`src/hw/sbt_map.vh`:
```
`ifndef SBT_MAP_VH
`define SBT_MAP_VH
// clock and time base
`define SBT_CLK_HZ          10000000
`define SBT_MS_CYCLES       (`SBT_CLK_HZ / 1000)
// sleep timing
`define SBT_SLEEP_DEF_MIN   6'h0f
`define SBT_SLEEP_MAX_MIN   6'h32
`define SBT_SEC_PER_MIN     16'h003c
`define SBT_MS_PER_SEC      16'h03e8
`define SBT_FLASH_PERIOD_S  16'h0005
`define SBT_FLASH_ON_MS     16'h0064
`define SBT_SLEEP_BEEP_MS   16'h03e8
`define SBT_POWEROFF_HOURS  16'h0006
`define SBT_SEC_PER_HOUR    16'h0e10
// beeper timing limits and defaults
`define SBT_BEEP_ON_MIN_MS  11'h064
`define SBT_BEEP_ON_MAX_MS  11'h5dc
`define SBT_BEEP_ON_DEF_MS  11'h12c
`define SBT_BEEP_OFF_DEF_MS 11'h2bc
// motion beep modes
`define SBT_MB_NONE         2'h0
`define SBT_MB_REVERSE      2'h1
`define SBT_MB_ANY          2'h2
// throttle types
`define SBT_TT_BIDIR        2'h0
`define SBT_TT_SINGLE       2'h1
`define SBT_TT_UNIPOLAR     2'h2
// wake styles
`define SBT_WAKE_KEY_THR    1'b0
`define SBT_WAKE_KEY_ONLY   1'b1
`endif

```
`src/hw/sbt_tick.v`:
```
`timescale 1ns/100ps
// divides the system clock to a one-cycle tick every DIV cycles
module sbt_tick #(
  parameter DIV = 10000
) (
  input  wire mclk_in,  // system clock
  input  wire rst_n_in, // sync reset, active low
  output reg  tick_out  // one-cycle pulse
);
  reg [31:0] cnt_q;

  always @(posedge mclk_in)
  begin
    if (!rst_n_in)
    begin
      cnt_q    <= 32'h0;
      tick_out <= 1'b0;
    end
    else if (cnt_q == DIV - 1)
    begin
      cnt_q    <= 32'h0;
      tick_out <= 1'b1;
    end
    else
    begin
      cnt_q    <= cnt_q + 32'h1;
      tick_out <= 1'b0;
    end
  end
endmodule

```
`src/hw/sbt_core.v`:
```
`timescale 1ns/100ps
`include "sbt_map.vh"

// Contract
// - sleep after timeout minutes at neutral
// - asleep: drive commands ignored
// - key+throttle wake: flash status every 5s
// - zero timeout disables sleep
// - key only: wake on key off-on
// - key+throttle: key or throttle wakes
// - swap inverts bidirectional throttle polarity
// - motor reverse flips motor only
// - master enable off silences all beeps
// - fault beeps equal flash code count
// - one second beep on sleep entry
// - reverse beeper: beep in reverse motion
// - any-motion mode overrides reverse setting
// - motion mode: none, reverse, any
// - beep on/off phases programmable
// - beep below battery cut-off
// - sleep on fault only when enabled
// - never sleep on throttle/neutral fault
// - power off after six hours asleep
// - bidirectional: mid neutral, sides give direction
// - single-ended: speed only, switch direction
// - uni-polar: either side, switch direction
module sbt_core #(
  parameter MS_DIV = `SBT_MS_CYCLES
) (
  input  wire        mclk_in,            // 10 MHz clock
  input  wire        rst_n_in,           // sync reset, active low
  input  wire        key_on_in,          // key switch pin
  input  wire        thr_neutral_in,     // throttle in neutral window
  input  wire        thr_side_in,        // deflection side: 1 = reverse side
  input  wire [7:0]  thr_mag_in,         // throttle magnitude from neutral
  input  wire        fwd_rev_sw_in,      // direction switch pin: 1 = reverse
  input  wire        fault_in,           // any fault or inhibit active
  input  wire        throttle_fault_in,  // throttle fault active
  input  wire        neutral_at_powerup_fault_in, // out-of-neutral at power-up
  input  wire [3:0]  flash_code_in,      // flash code shown, 0 = none
  input  wire        batt_low_in,        // battery below cut-off
  input  wire        moving_in,          // vehicle in motion
  input  wire [5:0]  sleep_min_in,       // sleep timeout minutes
  input  wire        wake_style_in,      // 0 key+throttle, 1 key only
  input  wire        swap_dir_in,        // swap throttle direction
  input  wire        motor_rev_in,       // motor reverse setting
  input  wire [1:0]  thr_type_in,        // throttle type
  input  wire        beep_en_in,         // master beeper enable
  input  wire        flash_beep_en_in,   // flash code beeper
  input  wire        sleep_beep_en_in,   // sleep beeper
  input  wire        rev_beep_en_in,     // reverse beeper
  input  wire [1:0]  motion_beep_in,     // motion beep mode
  input  wire        dd_beep_en_in,      // deep discharge beeper
  input  wire [10:0] beep_on_ms_in,      // beep on time ms
  input  wire [10:0] beep_off_ms_in,     // beep off time ms
  input  wire        sleep_on_fault_in,  // allow sleep on fault
  input  wire        poweroff_en_in,     // power off after sleep
  output reg         asleep_out,         // sleep state
  output reg  [7:0]  drive_mag_out,      // speed demand
  output reg         drive_rev_out,      // commanded direction reverse
  output reg         motor_rev_out,      // motor polarity reverse
  output reg         beeper_out,         // beeper drive
  output reg         status_flash_out,   // sleep flash on status light
  output reg         power_off_out       // self power-off request
);
  localparam ST_AWAKE = 2'b01;
  localparam ST_SLEEP = 2'b10;

  // pin synchronisers
  reg [1:0] key_s_q;
  reg [1:0] thr_s_q;
  reg [1:0] sw_s_q;
  always @(posedge mclk_in)
  begin
    if (!rst_n_in)
    begin
      key_s_q <= 2'b00;
      thr_s_q <= 2'b11;
      sw_s_q  <= 2'b00;
    end
    else
    begin
      key_s_q <= {key_s_q[0], key_on_in};
      thr_s_q <= {thr_s_q[0], thr_neutral_in};
      sw_s_q  <= {sw_s_q[0], fwd_rev_sw_in};
    end
  end
  wire key_s = key_s_q[1];
  wire thr_n = thr_s_q[1];
  wire sw_rev = sw_s_q[1];

  wire ms_tick;
  sbt_tick #(.DIV(MS_DIV)) u_ms (
    .mclk_in  (mclk_in),
    .rst_n_in (rst_n_in),
    .tick_out (ms_tick)
  );

  reg [1:0]  state_q;
  reg [9:0]  ms_q;
  reg [15:0] sec_q;
  reg [5:0]  min_q;
  reg [15:0] slp_sec_q;
  reg [2:0]  slp_hr_q;
  reg        key_prev_q;
  reg        key_off_seen_q;
  reg [15:0] flash_ms_q;
  reg        enter_q;
  wire       sec_tick = ms_tick && (ms_q == `SBT_MS_PER_SEC - 16'h1);

  wire fault_block = (fault_in && !sleep_on_fault_in) ||
                     throttle_fault_in || neutral_at_powerup_fault_in;
  wire sleep_ok = (sleep_min_in != 6'h00) && !fault_block;
  wire key_cycle = key_off_seen_q && key_s && !key_prev_q;
  wire wake = key_cycle || ((wake_style_in == `SBT_WAKE_KEY_THR) && !thr_n);

  always @(posedge mclk_in)
  begin
    if (!rst_n_in)
    begin
      state_q        <= ST_AWAKE;
      ms_q           <= 10'h0;
      sec_q          <= 16'h0;
      min_q          <= 6'h0;
      slp_sec_q      <= 16'h0;
      slp_hr_q       <= 3'h0;
      key_prev_q     <= 1'b0;
      key_off_seen_q <= 1'b0;
      flash_ms_q     <= 16'h0;
      enter_q        <= 1'b0;
      asleep_out     <= 1'b0;
      status_flash_out <= 1'b0;
      power_off_out  <= 1'b0;
    end
    else
    begin
      key_prev_q <= key_s;
      enter_q    <= 1'b0;
      if (ms_tick)
        ms_q <= sec_tick ? 10'h0 : ms_q + 10'h1;
      case (state_q)
        ST_AWAKE:
        begin
          status_flash_out <= 1'b0;
          slp_sec_q <= 16'h0;
          slp_hr_q  <= 3'h0;
          if (!thr_n || !sleep_ok)
          begin
            // second phase restarts too, so a timeout never ends early
            ms_q  <= 10'h0;
            sec_q <= 16'h0;
            min_q <= 6'h0;
          end
          else if (sec_tick)
          begin
            if (sec_q == `SBT_SEC_PER_MIN - 16'h1)
            begin
              sec_q <= 16'h0;
              min_q <= min_q + 6'h1;
            end
            else
              sec_q <= sec_q + 16'h1;
          end
          if (sleep_ok && thr_n && min_q >= sleep_min_in)
          begin
            state_q        <= ST_SLEEP;
            asleep_out     <= 1'b1;
            enter_q        <= 1'b1;
            key_off_seen_q <= 1'b0;
            flash_ms_q     <= 16'h0;
          end
        end
        ST_SLEEP:
        begin
          if (!key_s)
            key_off_seen_q <= 1'b1;
          if (ms_tick)
            flash_ms_q <= (flash_ms_q == `SBT_FLASH_PERIOD_S * `SBT_MS_PER_SEC - 16'h1) ?
                          16'h0 : flash_ms_q + 16'h1;
          status_flash_out <= (wake_style_in == `SBT_WAKE_KEY_THR) &&
                              (flash_ms_q < `SBT_FLASH_ON_MS);
          if (sec_tick)
          begin
            if (slp_sec_q == `SBT_SEC_PER_HOUR - 16'h1)
            begin
              slp_sec_q <= 16'h0;
              if (slp_hr_q != 3'h7)
                slp_hr_q <= slp_hr_q + 3'h1;
            end
            else
              slp_sec_q <= slp_sec_q + 16'h1;
          end
          if (poweroff_en_in && slp_hr_q >= `SBT_POWEROFF_HOURS)
            power_off_out <= 1'b1;
          if (wake)
          begin
            state_q    <= ST_AWAKE;
            asleep_out <= 1'b0;
            ms_q       <= 10'h0;
            sec_q      <= 16'h0;
            min_q      <= 6'h0;
          end
        end
        default:
          state_q <= ST_AWAKE;
      endcase
    end
  end

  // throttle interpretation
  reg       cmd_rev;
  reg [7:0] cmd_mag;
  always @*
  begin
    cmd_mag = thr_n ? 8'h00 : thr_mag_in;
    case (thr_type_in)
      `SBT_TT_BIDIR:    cmd_rev = thr_side_in ^ swap_dir_in;
      `SBT_TT_SINGLE:   cmd_rev = sw_rev;
      `SBT_TT_UNIPOLAR: cmd_rev = sw_rev;
      default:          cmd_rev = thr_side_in;
    endcase
  end

  always @(posedge mclk_in)
  begin
    if (!rst_n_in)
    begin
      drive_mag_out <= 8'h00;
      drive_rev_out <= 1'b0;
      motor_rev_out <= 1'b0;
    end
    else
    begin
      drive_mag_out <= (asleep_out || state_q == ST_SLEEP) ? 8'h00 : cmd_mag;
      drive_rev_out <= cmd_rev;
      motor_rev_out <= cmd_rev ^ motor_rev_in;
    end
  end

  // beeper sequencer
  localparam BP_IDLE  = 4'b0001;
  localparam BP_ON    = 4'b0010;
  localparam BP_OFF   = 4'b0100;
  localparam BP_LONG  = 4'b1000;
  reg [3:0]  bp_q;
  reg [10:0] bp_ms_q;
  reg [3:0]  code_left_q;

  wire mot_beep = moving_in && drive_rev_out ?
                  (rev_beep_en_in || motion_beep_in != `SBT_MB_NONE) :
                  moving_in && (motion_beep_in == `SBT_MB_ANY);
  wire cont_beep = mot_beep || (dd_beep_en_in && batt_low_in);
  wire code_beep = flash_beep_en_in && (flash_code_in != 4'h0);
  wire on_done  = ms_tick && (bp_ms_q + 11'h1 >= beep_on_ms_in);
  wire off_done = ms_tick && (bp_ms_q + 11'h1 >= beep_off_ms_in);

  always @(posedge mclk_in)
  begin
    if (!rst_n_in)
    begin
      bp_q        <= BP_IDLE;
      bp_ms_q     <= 11'h0;
      code_left_q <= 4'h0;
      beeper_out  <= 1'b0;
    end
    else if (!beep_en_in)
    begin
      bp_q       <= BP_IDLE;
      bp_ms_q    <= 11'h0;
      beeper_out <= 1'b0;
    end
    else
    begin
      if (ms_tick)
        bp_ms_q <= bp_ms_q + 11'h1;
      case (bp_q)
        BP_IDLE:
        begin
          beeper_out <= 1'b0;
          bp_ms_q    <= 11'h0;
          if (enter_q && sleep_beep_en_in)
          begin
            bp_q       <= BP_LONG;
            beeper_out <= 1'b1;
          end
          else if (code_beep || cont_beep)
          begin
            bp_q        <= BP_ON;
            beeper_out  <= 1'b1;
            code_left_q <= code_beep ? flash_code_in - 4'h1 : 4'h0;
          end
        end
        BP_ON:
          if (on_done)
          begin
            bp_q       <= BP_OFF;
            bp_ms_q    <= 11'h0;
            beeper_out <= 1'b0;
          end
        BP_OFF:
          if (off_done || beep_off_ms_in == 11'h0)
          begin
            bp_ms_q <= 11'h0;
            if (code_beep && code_left_q != 4'h0)
            begin
              code_left_q <= code_left_q - 4'h1;
              bp_q        <= BP_ON;
              beeper_out  <= 1'b1;
            end
            else if (cont_beep)
            begin
              bp_q       <= BP_ON;
              beeper_out <= 1'b1;
            end
            else
              bp_q <= BP_IDLE;
          end
        BP_LONG:
          if (ms_tick && bp_ms_q + 11'h1 >= `SBT_SLEEP_BEEP_MS)
          begin
            bp_q       <= BP_IDLE;
            beeper_out <= 1'b0;
          end
        default:
          bp_q <= BP_IDLE;
      endcase
      // sleep entry beep
      // takes over any phase in progress so the entry is never silent
      if (enter_q && sleep_beep_en_in)
      begin
        bp_q       <= BP_LONG;
        bp_ms_q    <= 11'h0;
        beeper_out <= 1'b1;
      end
    end
  end
endmodule

```
`config.mk`:
```
export PLATFORM = sky130hd
export DESIGN_NAME = sbt_core
export DESIGN_NICKNAME = d
export VERILOG_FILES = /design/src/hw/sbt_tick.v /design/src/hw/sbt_core.v
export VERILOG_INCLUDE_DIRS = /design/src /design/src/hw
export SDC_FILE = /design/constraint.sdc
export NUM_CORES = 1
export LEC_CHECK = 0
export BUFFER_PORTS_ARGS = -buffer_cell sky130_fd_sc_hd__clkbuf_2
export CAP_MARGIN = 10
export CORE_AREA = 2 2 117 233
export DETAILED_ROUTE_END_ITERATION = 6
export DIE_AREA = 0 0 119 235
export SETUP_SLACK_MARGIN = 0.3
export SYNTH_ARGS = -nofsm -noshare
export SYNTH_HDL_FRONTEND = slang
export SYNTH_SLANG_ARGS = --single-unit
```
`constraint.sdc`:
```
create_clock -name mclk_in -period 2.85 [get_ports mclk_in]
set_input_delay 0.4275 -clock mclk_in [delete_from_list [all_inputs] [get_ports mclk_in]]
set_output_delay 0.4275 -clock mclk_in [all_outputs]
set_load 0.005 [all_outputs]
```
* Word level (Yosys, flattened, before mapping)
Index checks and enable logic that the tools add are counted.
** Cells by class
- Bitwise operators :: 5
- Add/sub/neg operators :: 11
- Mux-type cells :: 66
- Reduce and logical (&&, ||, !) cells :: 61
- Magnitude comparators :: 6
- Eq/ne operators :: 35
** Operators with widths (count)
- $mux W16 :: 9
- $pmux W16 S2 :: 3
- $add A16 B1 Y16 const B :: 3
- $mux W10 :: 4
- $mux W4 :: 10
- $mux W11 :: 3
- $pmux W11 S3 :: 1
- $add A32 B1 Y32 const B :: 1
- $eq A32 B14 Y1 const B :: 1
- $mux W6 :: 4
- $ne A2 B2 Y1 const B :: 12
- $ge A11 B11 Y1 :: 2
- $ne A3 B3 Y1 const B :: 7
- $pmux W10 S2 :: 1
- $logic_and A1 B1 Y1 :: 19
- $eq A16 B12 Y1 const B :: 1
- $eq A16 B13 Y1 const B :: 1
- $eq A16 B6 Y1 const B :: 1
- $lt A16 B7 Y1 const B :: 1
- $pmux W4 S4 :: 1
- $reduce_and A4 Y1 :: 4
- $mux W1 :: 14
- $add A11 B1 Y12 const B :: 1
- $ge A12 B10 Y1 const B :: 1
- other kinds (40) :: 79
** Word-level totals
- Input port bits :: 65
- Output and inout port bits :: 14
- Flip-flop bits (word level) :: 144
- Logic and storage cells :: 210

* Longest topological paths before layout
Gate-level depths: netlist of run 1.
- Depth in word-level cells :: 10
- Gate-level depth with buffers :: 13
- Depth with buffers taken out :: 12

* Modules after synthesis
Synthesis of run 1 repeated with hierarchy kept, for this count alone.
** Unflattened totals
- Cells, all modules :: 938
- Area total of the unflattened synthesis :: 7861.3 µm²
** Modules (own cells, without submodules)
- sbt_core :: cells each 754, sequential area each 2222.1 µm², times used 1, area an instance 6258.5 µm²
- sbt_tick :: cells each 184, sequential area each 660.6 µm², times used 1, area an instance 1602.8 µm²

* Worst setup path after synthesis of run 1
OpenSTA, ideal clock, no wires.
- Path type :: flip-flop to flip-flop
- Start :: register bp_ms_q[0]
- End :: register code_left_q[1]
- Stages on the path, launching flop included :: 14
- Data required time :: 2.764 ns
- Data arrival time :: 2.679 ns
- Slack :: 0.085 ns
- Setup time :: 0.086 ns
- Period minus slack after synthesis :: 2.765 ns
- Buffers on the path :: 1
- Cells stage by stage :: dfxtp_1 -> ha_1 -> buf_6 -> nand2_1 -> xnor2_1 -> ha_1 -> and4b_1 -> a211oi_1 -> o21ai_0 -> o32ai_1 -> nand2_1 -> nand4_1 -> nor3_1 -> a211oi_1
** Between the ends
- Cells in the longest elaborated chain, start to end :: 6
** Ends and longest elaborated chain
- start, declared :: line sbt_core.v:246 : reg [10:0] bp_ms_q;
- start signal, assigned :: line sbt_core.v:275 : bp_ms_q <= bp_ms_q + 11'h1;
- $add A11 B1 Y11 :: line sbt_core.v:255 : wire off_done = ms_tick && (bp_ms_q + 11'h1 >= beep_off_ms_in);
- $ge A11 B11 Y1 :: line sbt_core.v:255
- $logic_and A1 B1 Y1 :: line sbt_core.v:255
- $logic_or A1 B1 Y1 :: line sbt_core.v:301 : if (off_done || beep_off_ms_in == 11'h0)
- $ne A2 B2 Y1 (no line)
- $reduce_and A6 Y1 (no line)
- end signal, assigned :: line sbt_core.v:290 : code_left_q <= code_beep ? flash_code_in - 4'h1 : 4'h0;
- end signal, assigned :: line sbt_core.v:306 : code_left_q <= code_left_q - 4'h1;
- end, declared :: line sbt_core.v:247 : reg [3:0] code_left_q;
No other way between the ends.
A chain may end at the register's enable or synchronous reset.

* Final worst setup path of run 1
- Start :: register bp_ms_q[4]
- End :: register bp_ms_q[3]
** Between the ends
- Cells in the longest elaborated chain, start to end :: 6
- Elaborated cells between the ends (all ways) :: 9
- Those cells by class :: 1 x add/sub; 2 x order compare; 3 x mux; 3 x reduce/logical
** Ends and longest elaborated chain
- $add A11 B1 Y11 * :: line sbt_core.v:254, sbt_core.v:255
- $ge A11 B11 Y1 :: line sbt_core.v:255
- $logic_and A1 B1 Y1 :: line sbt_core.v:255
- $logic_or A1 B1 Y1 :: line sbt_core.v:301
- $mux W11 :: line sbt_core.v:301
- $pmux W11 S3 * :: line sbt_core.v:276 : case (bp_q)
Every way passes the cells marked *; elsewhere a longest branch is shown, timed or not.

==> results of run 1 <==
critical path, delay by kind of cell, from the launching register on:
| family | cells | cell delay [ns] |
|---|---|---|
| AO/OA/AOI/OAI | 6 | 1.02 |
| flip-flops | 1 | 0.36 |
| buffers and inverters | 2 | 0.39 |
| XOR/XNOR | 1 | 0.18 |
| adder cells (fa/ha/maj) | 1 | 0.23 |
| AND/OR/NAND/NOR | 3 | 0.47 |
kinds of logic after synthesis:
group           share of synthesized area [%]
fa+ha+maj                                6.77
flops                                    37.2
xor+xnor                                 10.8
compound gates                           11.2
buf+inv                                  4.28
simple gates                             29.3
mux                                     0.404
flip-flops by register name, summed over array words and instances, names as in the netlist, 6 cells and up:
register / cells
min_q: 6
flash_ms_q: 16
sec_q: 16
drive_mag_out: 8
u_ms.cnt_q: 32
ms_q: 10
slp_sec_q: 16
bp_ms_q: 11
layout make-up:
class / instances / area [um2] / area share [%]
multi-input combinational: 711 / 4800 / 49.5
tap: 344 / 430 / 4.44
clock buffer: 20 / 457 / 4.71
clock inverter: 11 / 114 / 1.17
timing repair buffer: 130 / 801 / 8.26
inverter: 50 / 188 / 1.94
sequential: 144 / 2910 / 30.0
timing repair:
| item | CTS | global route |
|---|---|---|
| endpoints found under the setup margin | 19 | 40 |
| pin swaps | 13 | 16 |
| gates resized for setup | 29 | 16 |
| setup buffers | 9 | 9 |
| endpoints found under the hold margin | 0 | 0 |
synth_stat cells (all sizes together), types with 14 or more instances:
master    n
or3      18
and3     24
nor2    135
inv      48
nand2    61
and2     23
xor2     62
xnor2    28
ha       41
o21ai    38
a21oi    43
dfxtp   144
nor3     28
nand2b   14
nand3    56
nand4    22
clkbuf   23
stage by stage:
stage	cells	total power [W]	worst slack (ns)	TNS (ns)	hold slack (ns)
floorplan	935	0.00225	0.298	0	0.386
global placement	1361	0.00236	0.0879	0	0.392
detailed placement	1361	0.00237	-0.0366	-0.0470	0.397
CTS	1401	0.00456	0.156	0	0.153
global route	1410	0.00469	-0.00166	-0.00166	0.175
finish	1410	0.00451	0.0888	0	0.173
power breakdown:
part | internal (W) | leakage [nW] | switching [W]
clock | 0.00132 | 0.278 | 0.000847
combinational | 0.000132 | 2.44 | 0.000157
sequential | 0.00203 | 1.17 | 0.0000188
total | 0.00348 | 3.89 | 0.00102
routing by layer:
layer | vias up | wire, um
li1 | 3494 | -
met1 | 3254 | 7430
met2 | 121 | 10700
met3 | 42 | 537
met4 | 0 | 686
met5 | - | 0
worst paths after layout:
path / cells after the start / from / to / slack, ns
worst max-delay path: 13 / bp_ms_q[4] / bp_ms_q[3] / 0.09
worst min-delay path: 2 / thr_neutral_in / thr_s_q[0] / 0.17
worst max register to register: 13 / bp_ms_q[4] / bp_ms_q[3] / 0.09
worst min register to register: 1 / thr_s_q[0] / thr_s_q[1] / 0.41
==> results by group, run 1 <==
Yosys
  • Avg Inst Size Synth: slightly above 8 um2
  • Yosys reg bits: around 140
  • Ys Warns: 0
  • Top cell type's share of synthesized area: between 30% and 40%
  • Distinct cells, synth: 69
  • Cells after Synth: just over 900
  • Top_reg_cell synth: dfxtp_1
  • Syn Nets: 1041
  • Cell Area, Synth: 7740 um2
  • Synth area leader: dfxtp_1
  • Async SR Flop Fraction: 0%
  • Seq/Total Area, Yosys: 37.2%
  • Post-synth EDFFs: 0
  • Dominant cells by area after synthesis: dfxtp_1, xor2_1, ha_1

Routing
  • WL final: about 19000 um
  • Vias after detailed routing: a little under 7000
  • Antenna Violating Nets Remaining: 0
  • Drt via density: 4.90
  • DR pass1 iterations: 6
  • DRC: 0
  • Initial DRC Count: 232
  • Routed len/inst: approximately 14 um

STA
  • Final Hold Viols: 0
  • Period utilization: a little over nine tenths
  • Unrepaired setup endpoints after global routing: true
  • Final Max Slew Viols: 0
  • Max Freq: ~0.36 GHz
  • Clock Skew: 0.00757 ns
  • Final setup fails: 0
  • Worst rel slew slack: 54.2%
  • Least-Margin Pin Slew: approximately 0.68 ns
  • Min Tclk post-route: 2.76 ns

Clock tree
  • Clock-pin slew on the worst setup and hold paths: 0.06 ns
  • Insertion delay to the later sink of the worst-skew pair: between 0.4 and 0.5 ns
  • CTS tree: yes
  • # hold bufs at CTS: 0
  • Cts bufs inserted: 17
  • Clk buf depth: 2
  • Clk root buf: clkbuf_16
  • CTS H-tree lvls: 4
  • Clk sinks: around 140

Placed design
  • Placer Congestion: approximately 0.86
  • PortBufs: a little under 80
  • Area after DPL: between 8000 and 9000 um2
  • Post-DP HPWL: 14600 um

GRT
  • Remaining global-route overflow: 0
  • Met2 Use GR: a little over a quarter
  • Vias in the first global route: about 7000
  • Pin count of the biggest net entering global routing: 32
  • First-pass GRT wire length: about 32000 um
  • Antenna violations before repair: 0
  • GRT Max-Usage Layer: met2
  • Met1 Use GR: 13.7%
  • Met3 usage: 2.79%
  • Global Route Usage Sum: about 14%

Critical path
  • Slowest Stage Delay on Critical Path: roughly 0.36 ns
  • CP max FO: 11
  • Crit path DAT: 3.07 ns
  • Cells along the critical path: nand4_1 -> buf_4 -> nor2_4 -> xor2_2 -> ha_2 -> a211oi_2 -> o21a_1 -> a32oi_1 -> nand3_1 -> o221a_4 -> o41ai_4 -> buf_12 -> a21oi_1
  • CP Capture Type: flip-flop
  • Req. time, crit path: roughly 3.2 ns
  • Slowest-stage cell, CP: dfxtp_4
  • CP Class: flip-flop to flip-flop
  • Worst Setup Start Kind: flip-flop

Hold path
  • Worst hold path class: primary input to flip-flop

Cells and area
  • Design Area, Final: 9690 um2
  • Ant diodes: 0
  • Finished Core Util: 37.0%
  • Layout cell share with drive strength beyond 1: around a fifth
  • Commonest non-fill, non-tap cell in the layout: dfxtp_1
  • Filler Cell Count: around 2700
  • Most frequent cells in the layout: dfxtp_1, nor2_1, clkbuf_2, xor2_1, nand2_1
  • Area growth syn-to-layout: 25.2%
  • Nets: between 1000 and 1500

Floorplan
  • Initial Utilization: between 20 and 30%
  • Die footprint: approximately 28000 um2
  • DIE WIDTH: 119 um
  • I/O pin count: 79
  • Cell row count: 84
  • Die Y-Extent: ~240 um
  • Core Area: between 20000 and 30000 um2

Pwr
  • Pwr dens: 465 nW/um2
  • Worst IR drop on VDD: roughly 0.37 mV
  • Leak: 3.89 nW

Status
  • Status: finished, final reports clean

Job
  • Max cap viols: 0
Note: power is estimated with default switching activity, not from simulation.
==> run 2, diff against run 1 <==
Clock period 2.85 ns to 2.5 ns, I/O delays scaled along.
==> results by group, run 2 (same netlist as run 1, synthesis figures left out) <==
Status
  • Status: complete, but fails checks
  • Failing checks: negative setup slack

Cells and area
  • Most frequent cells in the layout: dfxtp_1, nor2_1, buf_4, clkbuf_2, xor2_1
  • Max reg flops: 32 (unchanged)
  • Reg with most FFs: u_ms.cnt_q
  • Filler Cell Count: 2616 (-3.3%)
  • Layout cell share with drive strength beyond 1: 28.4% (+7.2 points)
  • Finished Core Util: 39.3% (+2.3 points)
  • Area growth syn-to-layout: 33.0%
  • Non-Filler Instances: 1455 (+3.2%)
  • Nets: 1204 (+3.8%)
  • Ant diodes: 0 (unchanged)
  • Commonest non-fill, non-tap cell in the layout: dfxtp_1

Critical path
  • Worst Setup Start Kind: flip-flop
  • CP Capture Type: flip-flop
  • Crit path DAT: 3.07 ns (about the same)
  • Req. time, crit path: 2.81 ns (-0.35 ns)
  • Worst reg2reg startpoint: bp_ms_q[3]
  • CP Class: flip-flop to flip-flop
  • CP max FO: 11 (unchanged)
  • R2r endpoint: bp_ms_q[1]
  • R2R cell count: 13 (unchanged)
  • FF-to-FF setup slack: -0.26 ns (-0.35 ns)

Pwr
  • Leak: 4.17 nW (+7.2%)
  • Worst IR drop on VDD: 0.433 mV (+16%)
  • Final Power: 0.00509 W (+13%)
  • Pwr dens: 495 nW/um2 (+6.4%)

Routing
  • DR pass1 iterations: 4 (-2)
  • Vias after detailed routing: 7044 (+1.9%)
  • WL final: 19600 um (+1.3%)
  • DRC: 0 (unchanged)
  • Antenna Violating Nets Remaining: 0 (unchanged)
  • Drt via density: 4.84 (-1.2%)
  • Initial DRC Count: 281 (+21%)
  • Routed len/inst: 13.5 um (-1.8%)

Hold path
  • Worst hold path class: primary input to flip-flop
  • Cell count of the worst hold path: 2 (unchanged)
  • Worst Min Path Start: thr_mag_in[5]
  • Hold EP: drive_mag_out[5]

STA
  • Period utilization: 110% (+13 points)
  • Unrepaired setup endpoints after global routing: true
  • Worst rel slew slack: 54.1% (-0.090 points)
  • Setup TNS Final: -4.02 ns (-4.02 ns)
  • Max Freq: 0.363 GHz (+0.14%)
  • Post-route setup slack: -0.257 ns (-0.346 ns)
  • Final Max Slew Viols: 0 (unchanged)
  • Clock Skew: 0.00728 ns (-0.000291 ns)
  • Least-Margin Pin Slew: 0.689 ns (+0.0109 ns)
  • Final setup fails: 19 (+19)
  • Final Hold Viols: 0 (unchanged)
  • Worst hold slack: 0.144 ns (-0.0288 ns)
  • Min Tclk post-route: 2.76 ns (-0.00398 ns)

GRT
  • Global Route Usage Sum: 14.5% (+0.35 points)
  • Vias in the first global route: 7090 (-0.028%)
  • Remaining global-route overflow: 0 (unchanged)
  • Pin count of the biggest net entering global routing: 26 (-19%)
  • Antenna violations before repair: 0 (unchanged)
  • First-pass GRT wire length: 33100 um (+2.3%)

Clock tree
  • Clk buf depth: 2 (unchanged)
  • CTS tree: yes
  • Insertion delay to the later sink of the worst-skew pair: 0.43 ns (about the same)
  • Clock-pin slew on the worst setup and hold paths: 0.06 ns (about the same)
  • # hold bufs at CTS: 0 (unchanged)
  • CTS H-tree lvls: 4 (unchanged)
  • Clk sinks: 144 (unchanged)
  • Clk root buf: clkbuf_16
  • Cts bufs inserted: 17 (unchanged)

Floorplan
  • Initial Utilization: 29.6% (unchanged)
  • DIE WIDTH: 119 um (unchanged)
  • Cell row count: 84 (unchanged)
  • Die footprint: 28000 um2 (unchanged)
  • I/O pin count: 79 (unchanged)
  • Core Area: 26200 um2 (unchanged)
  • Die Y-Extent: 235 um (unchanged)

Placed design
  • Placer Congestion: 0.839 (-2.9%)
  • PortBufs: 78 (unchanged)
  • Post-DP HPWL: 15000 um (+3.4%)
  • Dpl cells: 1404 (+3.2%)

Job
  • Max cap viols: 0 (unchanged)
## run 2: timing repair
action                                  in CTS  in global routing
pin swaps                                   38                 37
resized for setup                           47                 56
gates cloned                                 1                  0
endpoints found under the setup margin      43                 91
setup buffers                               12                  6
## run 2: cell type report
class	count	area, um2	area share, %
inverter	50	190	1.85
timing repair buffer	174	1170	11.4
sequential	144	2910	28.3
tap	344	430	4.18
clock buffer	22	474	4.61
clock inverter	10	85.1	0.827
multi-input combinational	711	5030	48.9
## run 2: worst max-delay path by stage
stage / endpoint / start / cells past startpoint / slack, ns
2_1_floorplan: bp_ms_q[4] / bp_ms_q[3] / 13 / -0.05
3_3_place_gp: bp_ms_q[3] / bp_ms_q[2] / 11 / -0.56
3_5_place_dp: bp_ms_q[3] / bp_ms_q[2] / 11 / -0.60
4_1_cts: bp_ms_q[1] / bp_ms_q[3] / 12 / -0.23
5_1_grt: bp_ms_q[1] / bp_ms_q[3] / 12 / -0.38
6_report: bp_ms_q[1] / bp_ms_q[3] / 13 / -0.26
## run 2: power breakdown
part           internal (W)  switching (W)
Sequential          0.00232      0.0000167
Combinational      0.000176       0.000192
Clock               0.00144       0.000954
Total               0.00393        0.00116
## run 2: per-layer routing
metal	routed length [um]	up-vias	GRT usage [%]
li1	-	3582	-
met1	7020	3319	13.6
met2	11400	102	28.9
met3	519	41	2.48
met4	673	0	7.61
met5	0	-	0
## run 2: critical path: stages, from the launching register on
cell	delay, ns
dfxtp_4	0.38
and4_4	0.25
nand2_2	0.06
xnor2_2	0.15
ha_1	0.33
buf_6	0.11
nand3_2	0.08
o41ai_2	0.31
o32ai_2	0.15
buf_4	0.15
and2_4	0.15
o41ai_4	0.27
buf_12	0.19
nor2_2	0.04
## run 2: per-stage QoR
| step | cell area [um2] | setup slack (ns) |
|---|---|---|
| 6_report | 10300 | -0.257 |
| 3_3_place_gp | 9110 | -0.564 |
| 5_1_grt | 10300 | -0.384 |
| 3_5_place_dp | 9110 | -0.603 |
| 4_1_cts | 10000 | -0.229 |
| 2_1_floorplan | 7860 | -0.0459 |
